<file path="config.mk">
export PLATFORM = sky130hd
export DESIGN_NAME = tbr_regs
export DESIGN_NICKNAME = d
export VERILOG_FILES = /design/src/tbr_pkg.sv /design/src/tbr_regs.sv
export SDC_FILE = /design/constraint.sdc
export NUM_CORES = 1
export LEC_CHECK = 0
export ABC_AREA = 1
export BUFFER_PORTS_ARGS = -buffer_cell sky130_fd_sc_hd__buf_2
export CAP_MARGIN = 5
export CORE_MARGIN = 10
export CORE_UTILIZATION = 48
export CTS_CLUSTER_SIZE = 28
export DETAILED_ROUTE_END_ITERATION = 8
export PLACE_DENSITY = 0.75
export RECOVER_POWER = 50
export SLEW_MARGIN = 20
export SYNTH_ARGS = -nofsm -noshare
export SYNTH_HDL_FRONTEND = slang
export SYNTH_SLANG_ARGS = --single-unit
</file>
<file path="constraint.sdc">
create_clock -name core_clk -period 1.5 [get_ports core_clk]
set_input_delay 0.15 -clock core_clk [delete_from_list [all_inputs] [get_ports core_clk]]
set_output_delay 0.15 -clock core_clk [all_outputs]
set_load 0.02 [all_outputs]
</file>
<file path="src/tbr_pkg.sv">
/*
  package for the 10 Mb/s twisted-pair status and configuration registers:
  register addresses, bit positions and values after reset.
  assumes a management front end that presents decoded register accesses.
*/
package tbr_pkg;
  // ----------------------------------------------------------------------
  // register addresses
  // ----------------------------------------------------------------------
  localparam logic [4:0] TBR_ADDR_STATUS = 5'h1b;  // status register
  localparam logic [4:0] TBR_ADDR_CONFIG = 5'h1c;  // configuration register
  // ----------------------------------------------------------------------
  // status field positions
  // ----------------------------------------------------------------------
  localparam int TBR_ST_POL_OK = 10;  // polarity correct
  localparam int TBR_ST_SERIAL = 9;   // serial data path select
  // ----------------------------------------------------------------------
  // configuration field positions
  // ----------------------------------------------------------------------
  localparam int TBR_CF_LEGACY  = 7;  // legacy compatibility mode
  localparam int TBR_CF_BLINK   = 6;  // indicator blink enable
  localparam int TBR_CF_LINKP   = 5;  // link pulse enable
  localparam int TBR_CF_HBEAT   = 4;  // heartbeat test enable
  localparam int TBR_CF_RSVD1   = 3;  // reserved, reads one
  localparam int TBR_CF_LOWSQ   = 2;  // low squelch
  localparam int TBR_CF_POLDIS  = 1;  // polarity correction disable
  localparam int TBR_CF_JABBER  = 0;  // jabber enable
  // ----------------------------------------------------------------------
  // values after reset
  // ----------------------------------------------------------------------
  localparam logic TBR_RST_POL_OK = 1'h0;
  localparam logic TBR_RST_SERIAL = 1'h0;
  localparam logic TBR_RST_LEGACY = 1'h1;
  localparam logic TBR_RST_BLINK  = 1'h0;
  localparam logic TBR_RST_LINKP  = 1'h1;
  localparam logic TBR_RST_LOWSQ  = 1'h0;
  localparam logic TBR_RST_POLDIS = 1'h0;
  localparam logic TBR_RST_JABBER = 1'h1;
  localparam logic TBR_RSVD1_VAL  = 1'h1;
  // ----------------------------------------------------------------------
  // indicator blink half period in cycles
  // ----------------------------------------------------------------------
  localparam int TBR_BLINK_MS     = 100;
  localparam int TBR_CLK_MHZ      = 250;
  localparam int TBR_BLINK_CYCLES = TBR_BLINK_MS * 1000 * TBR_CLK_MHZ;
endpackage

</file>
<file path="src/tbr_regs.sv">
/*
  status and configuration register pair of the 10 Mb/s twisted-pair
  section: polarity status and correction, serial path select, legacy mode,
  link pulse control, heartbeat test, squelch and jabber controls.
  assumes the management front end gives one-cycle read and write strobes
  with a 5-bit register address, and that pins from outside are
  asynchronous to core_clk.
*/
// Notes on behaviour
// RULE_01: status bit 10 shows polarity correct
// RULE_02: auto inversion when correction not disabled
// RULE_03: polarity flag always reports true line polarity
// RULE_04: status bit 9 selects serial path
// RULE_05: serial select only matters at 10 Mb/s
// RULE_06: legacy mode bit blocks incompatible bit writes
// RULE_07: blink enable makes indicator blink during negotiation
// RULE_08: link pulse enable bit sends link pulses
// RULE_09: link pulses off forces link good
// RULE_10: pulses off at 100 with negotiation forces 10
// RULE_11: bit ignored at 100 without negotiation
// RULE_12: heartbeat test half duplex only, reset inverse strap
// RULE_13: repeater mode holds heartbeat enable cleared
// RULE_14: software writes reserved bit 3 as one
// RULE_15: low squelch bit lowers receive thresholds
// RULE_16: polarity disable bit, correction only in packets
// RULE_17: jabber off when cleared in full duplex or loopback
// RULE_18: legacy mode may also drop half duplex jabber
// RULE_19: reserved bits read as zero; the code reads configuration bit 3 as one
// RULE_20: writes to reserved positions are ignored
module tbr_regs
  import tbr_pkg::*;
#(
  parameter int BLINK_CYCLES = TBR_BLINK_CYCLES  // blink half period
) (
  input  wire logic        core_clk,          // core clock, 250 MHz
  input  wire logic        rst_n,             // synchronous reset
  input  wire logic        mgmt_wr,           // register write strobe
  input  wire logic        mgmt_rd,           // register read strobe
  input  wire logic [4:0]  mgmt_addr,         // register address
  input  wire logic [15:0] mgmt_wdata,        // write data
  output logic      [15:0] mgmt_rdata,        // read data, one cycle later
  input  wire logic        rx_pol_reversed,   // pin: line polarity reversed
  input  wire logic        rx_pkt_active,     // pin: 10 Mb/s packet in
  input  wire logic        repeater_strap,    // pin: repeater strap
  input  wire logic        speed_100,         // running at 100 Mb/s
  input  wire logic        autoneg_en,        // auto-negotiation enabled
  input  wire logic        autoneg_busy,      // auto-negotiation ongoing
  input  wire logic        full_duplex,       // full-duplex mode
  input  wire logic        endec_loopback,    // encoder/decoder loopback
  input  wire logic        link_good_in,      // link monitor result
  output logic             rx_invert,         // invert received signal
  output logic             serial_path,       // serial path in use
  output logic             link_pulse_tx_en,  // send link pulses
  output logic             link_good,         // link status to core
  output logic             force_10,          // drop to 10 Mb/s
  output logic             heartbeat_test,    // heartbeat test active
  output logic             low_squelch,       // reduced squelch levels
  output logic             jabber_en,         // jabber function active
  output logic             third_indicator_output  // indicator drive
);

  // ----------------------------------------------------------------------
  // pin synchronisers
  // ----------------------------------------------------------------------
  logic [2:0] sync_a;       // first stage, read only by second stage
  logic [2:0] sync_b;       // second stage
  logic [2:0] next_sync_a;  // next first stage
  logic [2:0] next_sync_b;  // next second stage
  logic       pol_rev_s;    // synchronised reversed polarity
  logic       pkt_s;        // synchronised packet reception
  logic       rep_s;        // synchronised repeater strap

  // next synchroniser values
  always_comb begin
    next_sync_a = {repeater_strap, rx_pkt_active, rx_pol_reversed};
    next_sync_b = sync_a;
  end

  // register the synchroniser stages
  always_ff @(posedge core_clk) begin
    sync_a <= next_sync_a;
    sync_b <= next_sync_b;
  end

  assign pol_rev_s = sync_b[0];
  assign pkt_s     = sync_b[1];
  assign rep_s     = sync_b[2];

  // ----------------------------------------------------------------------
  // register state
  // ----------------------------------------------------------------------
  logic        pol_ok;          // polarity status
  logic        serial_sel;      // serial path select
  logic        legacy;          // legacy compatibility mode
  logic        blink_en;        // indicator blink enable
  logic        linkp_en;        // link pulse enable
  logic        hbeat_en;        // heartbeat test enable
  logic        lowsq;           // low squelch select
  logic        poldis;          // polarity correction disable
  logic        jab_en;          // jabber enable
  logic        strap_done;      // strap captured after reset
  logic [15:0] rdata;           // read data
  logic        next_pol_ok;
  logic        next_serial_sel;
  logic        next_legacy;
  logic        next_blink_en;
  logic        next_linkp_en;
  logic        next_hbeat_en;
  logic        next_lowsq;
  logic        next_poldis;
  logic        next_jab_en;
  logic        next_strap_done;
  logic [15:0] next_rdata;
  logic        wr_st;           // write to status register
  logic        wr_cf;           // write to configuration register

  assign wr_st = mgmt_wr && (mgmt_addr == TBR_ADDR_STATUS);
  assign wr_cf = mgmt_wr && (mgmt_addr == TBR_ADDR_CONFIG);

  // next register values
  always_comb begin
    next_pol_ok     = !pol_rev_s;  // RULE_01
    next_serial_sel = serial_sel;
    next_legacy     = legacy;
    next_blink_en   = blink_en;
    next_linkp_en   = linkp_en;
    next_hbeat_en   = hbeat_en;
    next_lowsq      = lowsq;
    next_poldis     = poldis;
    next_jab_en     = jab_en;
    next_strap_done = 1'b1;
    next_rdata      = 16'h0000;
    // heartbeat enable reset value taken from strap after release
    if (!strap_done) begin
      next_hbeat_en = !rep_s;  // RULE_12
    end
    // status write: only bit 9 is writable, other bits ignored
    if (wr_st) begin
      next_serial_sel = mgmt_wdata[TBR_ST_SERIAL];  // RULE_04 RULE_20
    end
    // configuration write
    if (wr_cf) begin
      next_legacy   = mgmt_wdata[TBR_CF_LEGACY];  // RULE_06
      next_linkp_en = mgmt_wdata[TBR_CF_LINKP];  // RULE_08
      next_hbeat_en = mgmt_wdata[TBR_CF_HBEAT];
      next_lowsq    = mgmt_wdata[TBR_CF_LOWSQ];  // RULE_15
      next_jab_en   = mgmt_wdata[TBR_CF_JABBER];  // RULE_17
      // legacy mode blocks the blink and polarity disable bits
      if (!legacy) begin
        next_blink_en = mgmt_wdata[TBR_CF_BLINK];  // RULE_06 RULE_07
        next_poldis   = mgmt_wdata[TBR_CF_POLDIS];  // RULE_16
      end
    end
    // repeater mode holds heartbeat enable clear
    if (rep_s && strap_done) begin
      next_hbeat_en = 1'b0;  // RULE_13
    end
    // read data, reserved bits zero except configuration bit 3, which reads one
    if (mgmt_rd && mgmt_addr == TBR_ADDR_STATUS) begin
      next_rdata[TBR_ST_POL_OK] = pol_ok;  // RULE_03 RULE_19
      next_rdata[TBR_ST_SERIAL] = serial_sel;
    end else if (mgmt_rd && mgmt_addr == TBR_ADDR_CONFIG) begin
      next_rdata[TBR_CF_LEGACY] = legacy;  // RULE_19
      next_rdata[TBR_CF_BLINK]  = blink_en;
      next_rdata[TBR_CF_LINKP]  = linkp_en;
      next_rdata[TBR_CF_HBEAT]  = hbeat_en;
      next_rdata[TBR_CF_RSVD1]  = TBR_RSVD1_VAL;  // RULE_14
      next_rdata[TBR_CF_LOWSQ]  = lowsq;
      next_rdata[TBR_CF_POLDIS] = poldis;
      next_rdata[TBR_CF_JABBER] = jab_en;
    end
  end

  // register the state, constants under reset
  always_ff @(posedge core_clk) begin
    if (!rst_n) begin
      pol_ok     <= TBR_RST_POL_OK;
      serial_sel <= TBR_RST_SERIAL;
      legacy     <= TBR_RST_LEGACY;
      blink_en   <= TBR_RST_BLINK;
      linkp_en   <= TBR_RST_LINKP;
      hbeat_en   <= 1'b0;
      lowsq      <= TBR_RST_LOWSQ;
      poldis     <= TBR_RST_POLDIS;
      jab_en     <= TBR_RST_JABBER;
      strap_done <= 1'b0;
      rdata      <= 16'h0000;
    end else begin
      pol_ok     <= next_pol_ok;
      serial_sel <= next_serial_sel;
      legacy     <= next_legacy;
      blink_en   <= next_blink_en;
      linkp_en   <= next_linkp_en;
      hbeat_en   <= next_hbeat_en;
      lowsq      <= next_lowsq;
      poldis     <= next_poldis;
      jab_en     <= next_jab_en;
      strap_done <= next_strap_done;
      rdata      <= next_rdata;
    end
  end

  // ----------------------------------------------------------------------
  // blink timer
  // ----------------------------------------------------------------------
  logic [31:0] blink_cnt;       // half period counter
  logic        blink_ph;        // blink phase
  logic [31:0] next_blink_cnt;
  logic        next_blink_ph;

  // free-running half period toggle
  always_comb begin
    next_blink_cnt = blink_cnt + 32'h1;
    next_blink_ph  = blink_ph;
    if (blink_cnt >= 32'(BLINK_CYCLES - 1)) begin
      next_blink_cnt = 32'h0;
      next_blink_ph  = !blink_ph;
    end
  end

  // register the blink timer
  always_ff @(posedge core_clk) begin
    if (!rst_n) begin
      blink_cnt <= 32'h0;
      blink_ph  <= 1'b0;
    end else begin
      blink_cnt <= next_blink_cnt;
      blink_ph  <= next_blink_ph;
    end
  end

  // ----------------------------------------------------------------------
  // control outputs
  // ----------------------------------------------------------------------
  logic next_rx_invert;
  logic next_serial_path;
  logic next_lp_tx;
  logic next_link_good;
  logic next_force_10;
  logic next_hb;
  logic next_jab;
  logic next_ind;
  logic lp_off;                 // link pulses off and honoured

  // derive the controls from the configuration
  always_comb begin
    // clearing has no effect at 100 Mb/s without auto-negotiation
    lp_off = !linkp_en && !(speed_100 && !autoneg_en);  // RULE_11
    // correction only during packet reception, and only when enabled
    next_rx_invert   = !poldis && pkt_s && pol_rev_s;  // RULE_02 RULE_16
    next_serial_path = serial_sel && !speed_100;  // RULE_05
    next_lp_tx       = !lp_off;  // RULE_08 RULE_09
    next_link_good   = link_good_in || lp_off;  // RULE_09
    next_force_10    = lp_off && speed_100 && autoneg_en;  // RULE_10
    next_hb          = hbeat_en && !full_duplex && !rep_s;  // RULE_12
    // jabber off when cleared in full duplex or loopback, or in legacy mode
    next_jab = jab_en  // RULE_17 RULE_18
             || !(full_duplex || endec_loopback || legacy);
    // indicator blinks during auto-negotiation when enabled
    if (blink_en && autoneg_busy) begin
      next_ind = blink_ph;  // RULE_07
    end else begin
      next_ind = next_link_good;
    end
  end

  // register the outputs
  always_ff @(posedge core_clk) begin
    if (!rst_n) begin
      rx_invert              <= 1'b0;
      serial_path            <= 1'b0;
      link_pulse_tx_en       <= 1'b0;
      link_good              <= 1'b0;
      force_10               <= 1'b0;
      heartbeat_test         <= 1'b0;
      low_squelch            <= 1'b0;
      jabber_en              <= 1'b0;
      third_indicator_output <= 1'b0;
    end else begin
      rx_invert              <= next_rx_invert;
      serial_path            <= next_serial_path;
      link_pulse_tx_en       <= next_lp_tx;
      link_good              <= next_link_good;
      force_10               <= next_force_10;
      heartbeat_test         <= next_hb;
      low_squelch            <= lowsq;  // RULE_15
      jabber_en              <= next_jab;
      third_indicator_output <= next_ind;
    end
  end

  assign mgmt_rdata = rdata;

  // ----------------------------------------------------------------------
  // assertions
  // ----------------------------------------------------------------------
  property p_pol_ok;
    @(posedge core_clk) disable iff (!rst_n)
    // the first edge after release still shows the reset value
    $past(rst_n) |-> pol_ok == !$past(pol_rev_s);
  endproperty
  a_pol_ok: assert property (p_pol_ok) else $error("pol ok wrong"); // RULE_01

  property p_legacy_blocks;
    @(posedge core_clk) disable iff (!rst_n)
    (wr_cf && legacy) |=> $stable(poldis) && $stable(blink_en);
  endproperty
  a_legacy_blocks: assert property (p_legacy_blocks) // RULE_06
    else $error("legacy write not blocked");

  property p_repeater_hb;
    @(posedge core_clk) disable iff (!rst_n)
    (rep_s && strap_done) |=> !hbeat_en;
  endproperty
  a_repeater_hb: assert property (p_repeater_hb) // RULE_13
    else $error("heartbeat set in repeater");

  property p_force_10;
    @(posedge core_clk) disable iff (!rst_n)
    (!linkp_en && speed_100 && autoneg_en) |=> force_10 && !link_pulse_tx_en;
  endproperty
  a_force_10: assert property (p_force_10) // RULE_10
    else $error("no drop to 10");

  property p_no_effect_100;
    @(posedge core_clk) disable iff (!rst_n)
    (speed_100 && !autoneg_en) |=> link_pulse_tx_en && !force_10;
  endproperty
  a_no_effect_100: assert property (p_no_effect_100) // RULE_11
    else $error("link pulse bit acted");

  property p_serial;
    @(posedge core_clk) disable iff (!rst_n)
    speed_100 |=> !serial_path;
  endproperty
  a_serial: assert property (p_serial) else $error("serial at 100"); // RULE_05

  property p_invert;
    @(posedge core_clk) disable iff (!rst_n)
    rx_invert |-> !$past(poldis) && $past(pkt_s);
  endproperty
  a_invert: assert property (p_invert) else $error("bad inversion"); // RULE_16

  property p_rsvd;
    @(posedge core_clk) disable iff (!rst_n)
    mgmt_rdata[15:11] == 5'h00 && mgmt_rdata[8] == 1'b0;
  endproperty
  a_rsvd: assert property (p_rsvd) else $error("reserved bits set"); // RULE_19

  property p_status_wr;
    @(posedge core_clk) disable iff (!rst_n)
    wr_st |=> serial_sel == $past(mgmt_wdata[TBR_ST_SERIAL]);
  endproperty
  a_status_wr: assert property (p_status_wr) // RULE_04
    else $error("serial bit not written");

  c_force_10: cover property (@(posedge core_clk) disable iff (!rst_n)
    force_10);
  c_invert: cover property (@(posedge core_clk) disable iff (!rst_n)
    rx_invert);
  c_blink: cover property (@(posedge core_clk) disable iff (!rst_n)
    blink_en && autoneg_busy);

endmodule

</file>
==> reports/qor.csv, run 1 <==
metric;value;unit
outcome;finished with violations;
failing checks;negative setup slack;
Fill cells;427;
Routed Antenna Nets;0;
slowest cell on the critical path;dfxtp_2;
max-slew violation count;0;
arrival time worst endpoint;1.76;ns
nets@finish;450;
CP required;1.74;ns
vias per cell;4.65;
final instance area;3640;sq um
CP cell instances;ha_4 > nand2_4 > nor2_8 > nand2_4 > nand2_2 > nand2_2 > nand2_2 > nand2_2 > nand3_4 > buf_12 > nor2_1;
Sw Ratio;22.2;%
Fin. Hold Viols;0;
clock sinks;68;
initial antenna violation count;0;
Area growth, synth to finish;33.2;%
Final Power;3.54;mW
Die Area;9110;sq um
Max-Cap Viols;0;
wire per inst;12.2;um
first-pass GRT wire length;9090;um
clk_skew;0.00962;ns
Inserted Clock Buffers;9;
dpl hpwl;4090;um
Crit path largest cell delay;0.37;ns
Pwr Density;971;nW/um^2
Syn Inst Count;325;
Buf+Inv Stages, Crit Path;1;
core area;5510;sq um
WL final;6020;um
GRT Residual Overflow;0;
Mean Syn Cell Area;8.41;sq um
CTS tree;done;
Comb pwr share;3.6;%
CTS Buffer Depth;2;
Fmax achieved;657;MHz
Die Height;95.5;um
initial core utilization;49.6;%
Worst-path clk slew;0.08;ns
pin count of the biggest net entering global routing;18;
Crit. End Element;flop;
Reg area;1370;sq um
Yosys cell types;32;
total vias in the final route;2288;
Top Ports;59;
crit start category;flop;
Reg power frac;52.2;%
RSZ-0062 raised after global routing;yes;
worst slack at placement;-0.0220;ns
H-tree Lvls;3;
GRT Total Usage;12.6;%
vias in the first global route;2066;
synth warn;0;
final worst slack;-0.0218;ns
1st-iter DRT viols;94;
Seq/Total Area, Yosys;49.8;%
CP Class;flop to flop;
most frequent cells in the layout;dfxtp_1 (65), nand2_1 (53), inv_1 (46);
worst hold margin;0.0170;ns
gpl congestion;0.774;
Pleak;1.64;nW
Synth Flop Type;dfxtp_1;
chip width;95.5;um
Worst-Skew Late Latency;0.34;ns
cell area after synthesis;2730;sq um
FP Rows;27;
clock power share;44.1;%
Pre-Repair DR Iteration Count;4;
CP max FO;8;
asr flop ratio synth;0;%
CTS root buf;clkbuf_8;
Hold WC Path Type;primary input to flop;
Tcrit/Tclk final;101;%
multi-input logic area;1260;sq um
Power Internal;2.75;mW
total net switching power;0.785;mW
port bufs;44;
drt drc;0;
number of inserted diodes;0;
commonest non-fill, non-tap cell in the layout;dfxtp_1;
minimum clock period after layout;1.52;ns
Top Family by Delay on Critical Path;simple AND/OR/NAND/NOR gates;
CP dominant cell by count;nand2_2;
Placed Area;3100;sq um
#FFs+latches synth;68;
share of cells above drive strength 1;33.8;%
Peak VDD IR;0.000528;V
number of synthesized flops with an enable pin;0;
setup violators final;16;
## area by class of cell
class | instances | share of cell area (%)
sequential | 68 | 37.6
tap | 72 | 2.47
clock inverter | 5 | 1.65
inverter | 47 | 4.85
clock buffer | 11 | 4.16
timing repair buffer | 76 | 14.7
multi-input combinational | 213 | 34.6
## synthesized netlist by cell type (2+ instances only)
cell | number | share of area, %
nand2_1 | 57 | 7.8
nand3_1 | 20 | 3.7
nor3_1 | 6 | 1.1
o211ai_1 | 6 | 1.6
nor2_1 | 39 | 5.4
dfxtp_1 | 68 | 50
nand2_2 | 4 | 0.92
a21oi_1 | 12 | 2.2
xor2_1 | 8 | 2.6
nand4_1 | 4 | 0.92
inv_1 | 47 | 6.5
nor2_2 | 12 | 2.7
a21oi_2 | 5 | 1.6
nor2_4 | 4 | 1.6
xnor2_1 | 3 | 0.96
nor4_1 | 2 | 0.46
buf_12 | 2 | 1.5
o21ai_0 | 7 | 1.3
buf_4 | 6 | 1.6
## state kept, by name, indices dropped and copies added, names as in the netlist, 3 cells and up
signal       count
mgmt_rdata      10
blink_cnt       32
next_sync_b      3
sync_b           3
## power by group through the flow
stage | Clock, mW | Combinational [mW] | Sequential [mW]
2_1_floorplan | 0 | 0.0616 | 1.90
3_3_place_gp | 0 | 0.113 | 1.89
3_5_place_dp | 0 | 0.116 | 1.89
4_1_cts | 1.58 | 0.127 | 1.85
5_1_grt | 1.67 | 0.144 | 1.85
6_report | 1.56 | 0.129 | 1.85
## metal layers
metal / GRT usage, % / up-vias / share of wire (%)
li1: - / 1177 / -
met1: 14.3 / 1043 / 42
met2: 20.6 / 59 / 50
met3: 4.08 / 9 / 6.3
met4: 7.00 / 0 / 1.7
met5: 0 / - / 0
## final timing paths
check	cells past startpoint	endpoint	from	slack [ns]
worst max-delay path	11	blink_cnt[19]	blink_cnt[0]	-0.02
worst min-delay path	3	legacy	mgmt_wdata[7]	0.02
worst max register to register	11	blink_cnt[19]	blink_cnt[0]	-0.02
worst min register to register	0	sync_b[0]	next_sync_b[0]	0.33
## worst register-to-register path: cells and delay by family (launching register included)
kind | cells | cell delay (ns)
buf+inv | 1 | 0.17
fa+ha+maj | 1 | 0.16
flops | 1 | 0.37
simple gates | 9 | 0.73
## per-stage QoR
step | std cells | TNS (ns) | utilization [%]
floorplan | 337 | 0 | -
global route | 492 | -2.05 | 66.1
detailed placement | 454 | -0.139 | 56.3
CTS | 477 | 0 | 61.7
global placement | 454 | 0 | 56.3
finish | 492 | -0.159 | 66.1
## repair_timing
| item | 4_1_cts | 5_1_grt |
|---|---|---|
| pin swaps | 4 | 18 |
| hold buffers | 5 | 0 |
| gates cloned | 0 | 2 |
| setup endpoints to repair | 17 | 24 |
| hold endpoints to repair | 5 | 0 |
| buffers inserted | 2 | 13 |
| resized for setup | 6 | 30 |
## cells by family after synthesis
logic type | count (synthesis) | share of synthesized area, %
buf+inv | 56 | 9.71
xor+xnor | 11 | 3.53
compound gates | 30 | 6.73
fa+ha+maj | 1 | 0.458
flops | 68 | 49.8
other cells | 1 | 0.137
simple gates | 158 | 29.6
Power figures use the tool's default switching activity.
==> run 2: changes to the inputs <==
SKIP_LAST_GASP = 1   (was unset)
==> reports/qor.csv, run 2 (synthesized netlist as in run 1, its figures left out) <==
metric;value;unit;change
Crit. End Element;flop;;
failing checks;negative setup slack;;
arrival time worst endpoint;1.76;ns;about the same
initial core utilization;49.6;%;unchanged
port bufs;44;;unchanged
setup violators final;16;;unchanged
total vias in the final route;2287;;-0.044%
drt drc;0;;unchanged
Fin. Hold Viols;0;;unchanged
largest reg by FF count;blink_cnt;;
vias per cell;4.65;;about the same
Die Height;95.5;um;unchanged
GRT Total Usage;12.6;%;unchanged
GRT Residual Overflow;0;;unchanged
share of cells above drive strength 1;33.8;%;unchanged
Crit path largest cell delay;0.37;ns;about the same
crit path launch;blink_cnt[0];;
Post-Place Cells;454;;unchanged
CP cell instances;ha_4 > nand2_4 > nor2_8 > nand2_4 > nand2_2 > nand2_2 > nand2_2 > nand2_2 > nand3_4 > buf_12 > nor2_1;;
Tcrit/Tclk final;101;%;about the same
max-slew violation count;0;;unchanged
dpl hpwl;4090;um;unchanged
Peak VDD IR;0.000529;V;about the same
minimum clock period after layout;1.52;ns;-0.0000894 ns
Inserted Clock Buffers;9;;unchanged
pin count of the biggest net entering global routing;18;;unchanged
final instance area;3640;sq um;unchanged
Pre-Repair DR Iteration Count;4;;unchanged
Routed Antenna Nets;0;;unchanged
commonest non-fill, non-tap cell in the layout;dfxtp_1;;
Worst R2R Setup Slack;-0.02;ns;about the same
max FFs per register;32;;unchanged
WL final;6010;um;-0.17%
nets@finish;450;;unchanged
CP Class;flop to flop;;
first-pass GRT wire length;9090;um;unchanged
Top Ports;59;;unchanged
Fmax achieved;657;MHz;about the same
crit start category;flop;;
clock sinks;68;;unchanged
clk_skew;0.00934;ns;-0.000279 ns
Pleak;1.64;nW;unchanged
CP max FO;8;;unchanged
vias in the first global route;2066;;unchanged
Reg2Reg Depth;11;;unchanged
final worst slack;-0.0217;ns;+0.0000894 ns
gpl congestion;0.774;;unchanged
CTS Buffer Depth;2;;unchanged
CTS tree;done;;
wire per inst;12.2;um;-0.17%
core area;5510;sq um;unchanged
R2R Path End;blink_cnt[19];;
FP Rows;27;;unchanged
Worst-path clk slew;0.08;ns;about the same
CTS root buf;clkbuf_8;;
outcome;finished with violations;;
CP required;1.74;ns;about the same
Reg area;1370;sq um;unchanged
reg2reg start;blink_cnt[0];;
Pwr Density;971;nW/um^2;about the same
Max-Cap Viols;0;;unchanged
Post-Layout Cell Count;492;;unchanged
slowest cell on the critical path;dfxtp_2;;
chip width;95.5;um;unchanged
crit path capture;blink_cnt[19];;
H-tree Lvls;3;;unchanged
Area growth, synth to finish;33.2;%;unchanged
multi-input logic area;1260;sq um;unchanged
Worst-Skew Late Latency;0.35;ns;about the same
Fill cells;427;;unchanged
initial antenna violation count;0;;unchanged
Placed Area;3100;sq um;unchanged
1st-iter DRT viols;98;;+4.3%
most frequent cells in the layout;dfxtp_1 (65), nand2_1 (53), inv_1 (46);;
Hold WC Path Type;primary input to flop;;
Die Area;9110;sq um;unchanged
RSZ-0062 raised after global routing;yes;;
hold path cells;3;;unchanged
number of inserted diodes;0;;unchanged
CP dominant cell by count;nand2_2;;
==> run 2: worst min path at each step <==
stage	start	end
after global routing	mgmt_wdata[0]	jab_en
final	mgmt_wdata[7]	legacy
after floorplan	rx_pol_reversed	next_sync_b[0]
after global placement	rx_pkt_active	next_sync_b[1]
after CTS	mgmt_wdata[7]	legacy
after detailed placement	rx_pkt_active	next_sync_b[1]
==> run 2: repair_timing <==
item	in CTS	in global routing
gates resized for setup	6	30
setup buffers	2	13
setup endpoints to repair	17	24
hold buffers	5	0
gates cloned	0	2
endpoints found under the hold margin	5	0
pin swaps	4	17
==> run 2: area by class of cell <==
class                           instances  share of cell area [%]
Tap cell                               72                    2.47
Clock buffer                           11                    4.16
Clock inverter                          5                    1.65
Sequential cell                        68                    37.6
Timing Repair Buffer                   76                    14.7
Inverter                               47                    4.85
Multi-Input combinational cell        213                    34.6
==> run 2: metal layers <==
layer | track usage (%) | vias to the layer above | share of wire (%)
met1 | 14.3 | 1036 | 42
met4 | 7.00 | 0 | 2.0
met2 | 20.6 | 62 | 50
met3 | 4.08 | 12 | 6.4
met5 | 0 | - | 0
li1 | - | 1177 | -
==> run 2: worst max-delay path, delay by kind of cell, from the launching register on <==
kind	cells	cell delay (ns)
adders and majority gates	1	0.15
buffers and inverters	1	0.17
DFF	1	0.37
and+or+nand+nor	9	0.73
==> run 2: through the flow <==
| step | utilization [%] | setup WS (ns) | hold WS (ns) | setup TNS (ns) | total power, mW |
|---|---|---|---|---|---|
| finish | 66.1 | -0.0217 | 0.0149 | -0.153 | 3.53 |
| global route | 66.1 | -0.104 | 0.0222 | -2.05 | 3.66 |
| CTS | 61.7 | 0.00704 | 0.0136 | 0 | 3.55 |
| detailed placement | 56.3 | -0.0220 | 0.254 | -0.139 | 2.01 |
| global placement | 56.3 | 0.00332 | 0.254 | 0 | 2.00 |
| floorplan | - | 0.0117 | 0.178 | 0 | 1.96 |
==> run 2: power breakdown <==
part	internal [mW]	switching, mW
logic	0.0532	0.0758
clock network	0.861	0.697
registers	1.84	0.0101
total	2.75	0.783
==> run 3: changes to the inputs <==
ABC_AREA = unset   (was 1)
CORE_UTILIZATION = 40   (was 48)
PLACE_DENSITY = unset   (was 0.75)
RECOVER_POWER = 100   (was 50)
==> reports/qor.csv, run 3 <==
metric;value;unit;change
Worst-path clk slew;0.08;ns;about the same
#FFs+latches synth;68;;unchanged
setup violators final;25;;+9
final worst slack;-0.288;ns;-0.266 ns
RSZ-0062 raised after global routing;yes;;
Worst Max-Slew Pin Slew;0.716;ns;
Hold WC Path Type;primary input to flop;;
CTS root buf;clkbuf_8;;
Worst-Skew Late Latency;0.35;ns;about the same
Crit. End Element;flop;;
CTS tree;done;;
number of inserted diodes;0;;unchanged
clock sinks;68;;unchanged
reg2reg start;blink_cnt[16];;
GRT Residual Overflow;0;;unchanged
grt met3 use;3.91;%;-0.18 points
cell area after synthesis;2600;sq um;-4.9%
Max-Cap Viols;0;;unchanged
asr flop ratio synth;0;%;unchanged
first-pass GRT wire length;11100;um;+22%
Pleak;1.45;nW;-12%
CP max FO;5;;-3
Pwr Density;917;nW/um^2;-5.5%
crit path launch;blink_cnt[16];;
Top Ports;59;;unchanged
minimum clock period after layout;1.79;ns;+0.266 ns
synth warn;0;;unchanged
vias in the first global route;2327;;+13%
Peak VDD IR;0.000747;V;+41%
Routed Antenna Nets;0;;unchanged
Die Area;10100;sq um;+11%
most frequent cells in the layout;dfxtp_1 (51), buf_4 (43), clkbuf_1 (24);;
pin count of the biggest net entering global routing;26;;+8
post-synth top area share;52.4;%;+2.6 points
CP Class;flop to flop;;
Area growth, synth to finish;50.6;%;
Synth top cells by count;dfxtp_1 (68), nor3_1 (21), nand3_1 (18);;
crit start category;flop;;
Post-Place Cells;424;;-6.6%
arrival time worst endpoint;2.06;ns;+0.30 ns
share of cells above drive strength 1;41.2;%;+7.4 points
Reg2Reg Depth;4;;-7
port bufs;44;;unchanged
initial antenna violation count;0;;unchanged
largest cells by area after synthesis;dfxtp_1 (52%), nor3_1 (4.0%), nand3_1 (3.5%);;
met1 usage;16.2;%;+1.9 points
Seq/Total Area, Yosys;52.4;%;+2.6 points
chip width;101;um;+5.4%
most common cell in the netlist;dfxtp_1;;
initial core utilization;41.2;%;-8.5 points
gpl congestion;0.798;;+3.1%
failing checks;negative setup slack;;
Mean Syn Cell Area;10.0;sq um;+19%
Syn Inst Count;260;;-20%
clk_skew;0.0113;ns;+0.00196 ns
number of synthesized flops with an enable pin;0;;unchanged
outcome;finished with violations;;
Synth Flop Type;dfxtp_1;;
Final Power;3.59;mW;+1.5%
final setup TNS;-3.66;ns;-3.51 ns
GRT Total Usage;13.6;%;+1.0 points
WL final;6730;um;+12%
nets@finish;404;;-10%
Fmax achieved;559;MHz;-15%
dpl hpwl;4450;um;+8.8%
max-slew violation count;0;;unchanged
max FFs per register;32;;unchanged
grt peak-use layer;met2;;
Yosys top cell by area;dfxtp_1;;
total vias in the final route;2299;;+0.52%
CTS Buffer Depth;2;;unchanged
H-tree Lvls;3;;unchanged
core area;6310;sq um;+15%
worst slack at placement;-0.373;ns;-0.351 ns
CP required;1.78;ns;+0.04 ns
largest reg by FF count;blink_cnt;;
Pre-Repair DR Iteration Count;4;;unchanged
Worst R2R Setup Slack;-0.29;ns;-0.27 ns
Global Route met2 Usage;21.7;%;+1.2 points
wire per inst;14.9;um;+22%
Die Height;101;um;+5.4%
crit path capture;blink_cnt[24];;
Fin. Hold Viols;0;;unchanged
FP Rows;29;;+7.4%
Yosys cell types;47;;+47%
headroom to the max-slew limit;52.3;%;
1st-iter DRT viols;114;;+16%
R2R Path End;blink_cnt[24];;
Inserted Clock Buffers;9;;unchanged
vias per cell;5.10;;+9.7%
Post-Layout Cell Count;451;;-8.3%
commonest non-fill, non-tap cell in the layout;dfxtp_1;;
Tcrit/Tclk final;119;%;+18 points
drt drc;0;;unchanged
run 3: cell count changes in the layout (fill, tap and decap cells not counted), moves of 10 or more:
cell      change
clkbuf_1     +21
nand2_1      -42
buf_4        +23
dfxtp_2      +10
inv_1        -41
nor2_1       -27
a211oi_2     +10
buf_2        -19
dfxtp_1      -14
nor2_2       -16
run 3: logic make-up after synthesis:
group           after synthesis  share of synthesized area, %
xor+xnor                     12                          4.04
buf+inv                      22                          4.33
mux                           7                          2.70
flops                        68                          52.4
fa+ha+maj                     1                         0.481
other cells                   1                         0.144
compound gates               34                          9.44
simple gates                115                          26.5
run 3: critical path, cell delays in order, from the launching register on:
cell	delay (ns)
dfxtp_2	0.36
nand3_4	0.10
or4_4	0.59
or4b_4	0.50
a211oi_2	0.18
run 3: area by class of cell:
class	instances	area, sq um
fill	564	2400
multi-input combinational	183	1470
sequential	68	1400
timing repair buffer	102	712
clock buffer	10	149
tap	77	96.3
clock inverter	6	68.8
inverter	5	18.8
run 3: through the flow:
step,hold slack [ns],cell area (sq um),util [%]
after floorplan,0.178,2850,-
after global placement,0.254,3390,53.6
after detailed placement,0.255,3390,53.6
after CTS,0.000720,3850,60.9
after global routing,0.0132,3910,62.0
final,0.0182,3910,62.0
run 3: layer usage:
| layer | part of all wire [%] | routed length, um |
|---|---|---|
| met5 | 0 | 0 |
| met4 | 2.8 | 191 |
| met3 | 4.9 | 332 |
| met2 | 49 | 3290 |
| met1 | 43 | 2920 |
run 3: timing repair:
action	CTS	global route
buffers inserted	2	2
resized for setup	22	26
hold endpoints to repair	4	0
setup endpoints to repair	25	26
gates cloned	4	0
pin swaps	21	16
hold buffers	4	0
run 3: how the worst min path moves through the flow:
stage	from	to	slack, ns	cells past startpoint
6_report	mgmt_wdata[5]	linkp_en	0.02	3
5_1_grt	mgmt_wdata[0]	jab_en	0.01	3
4_1_cts	mgmt_wdata[5]	linkp_en	0.0007	3
3_5_place_dp	repeater_strap	next_sync_b[2]	0.25	1
3_3_place_gp	rx_pkt_active	next_sync_b[1]	0.25	1
2_1_floorplan	rx_pol_reversed	next_sync_b[0]	0.18	0
run 3: where the power goes:
group | switching, mW | total [mW] | internal [mW]
Sequential | 0.0129 | 1.84 | 1.83
Clock | 0.748 | 1.63 | 0.880
Combinational | 0.0653 | 0.119 | 0.0537
Total | 0.827 | 3.59 | 2.76
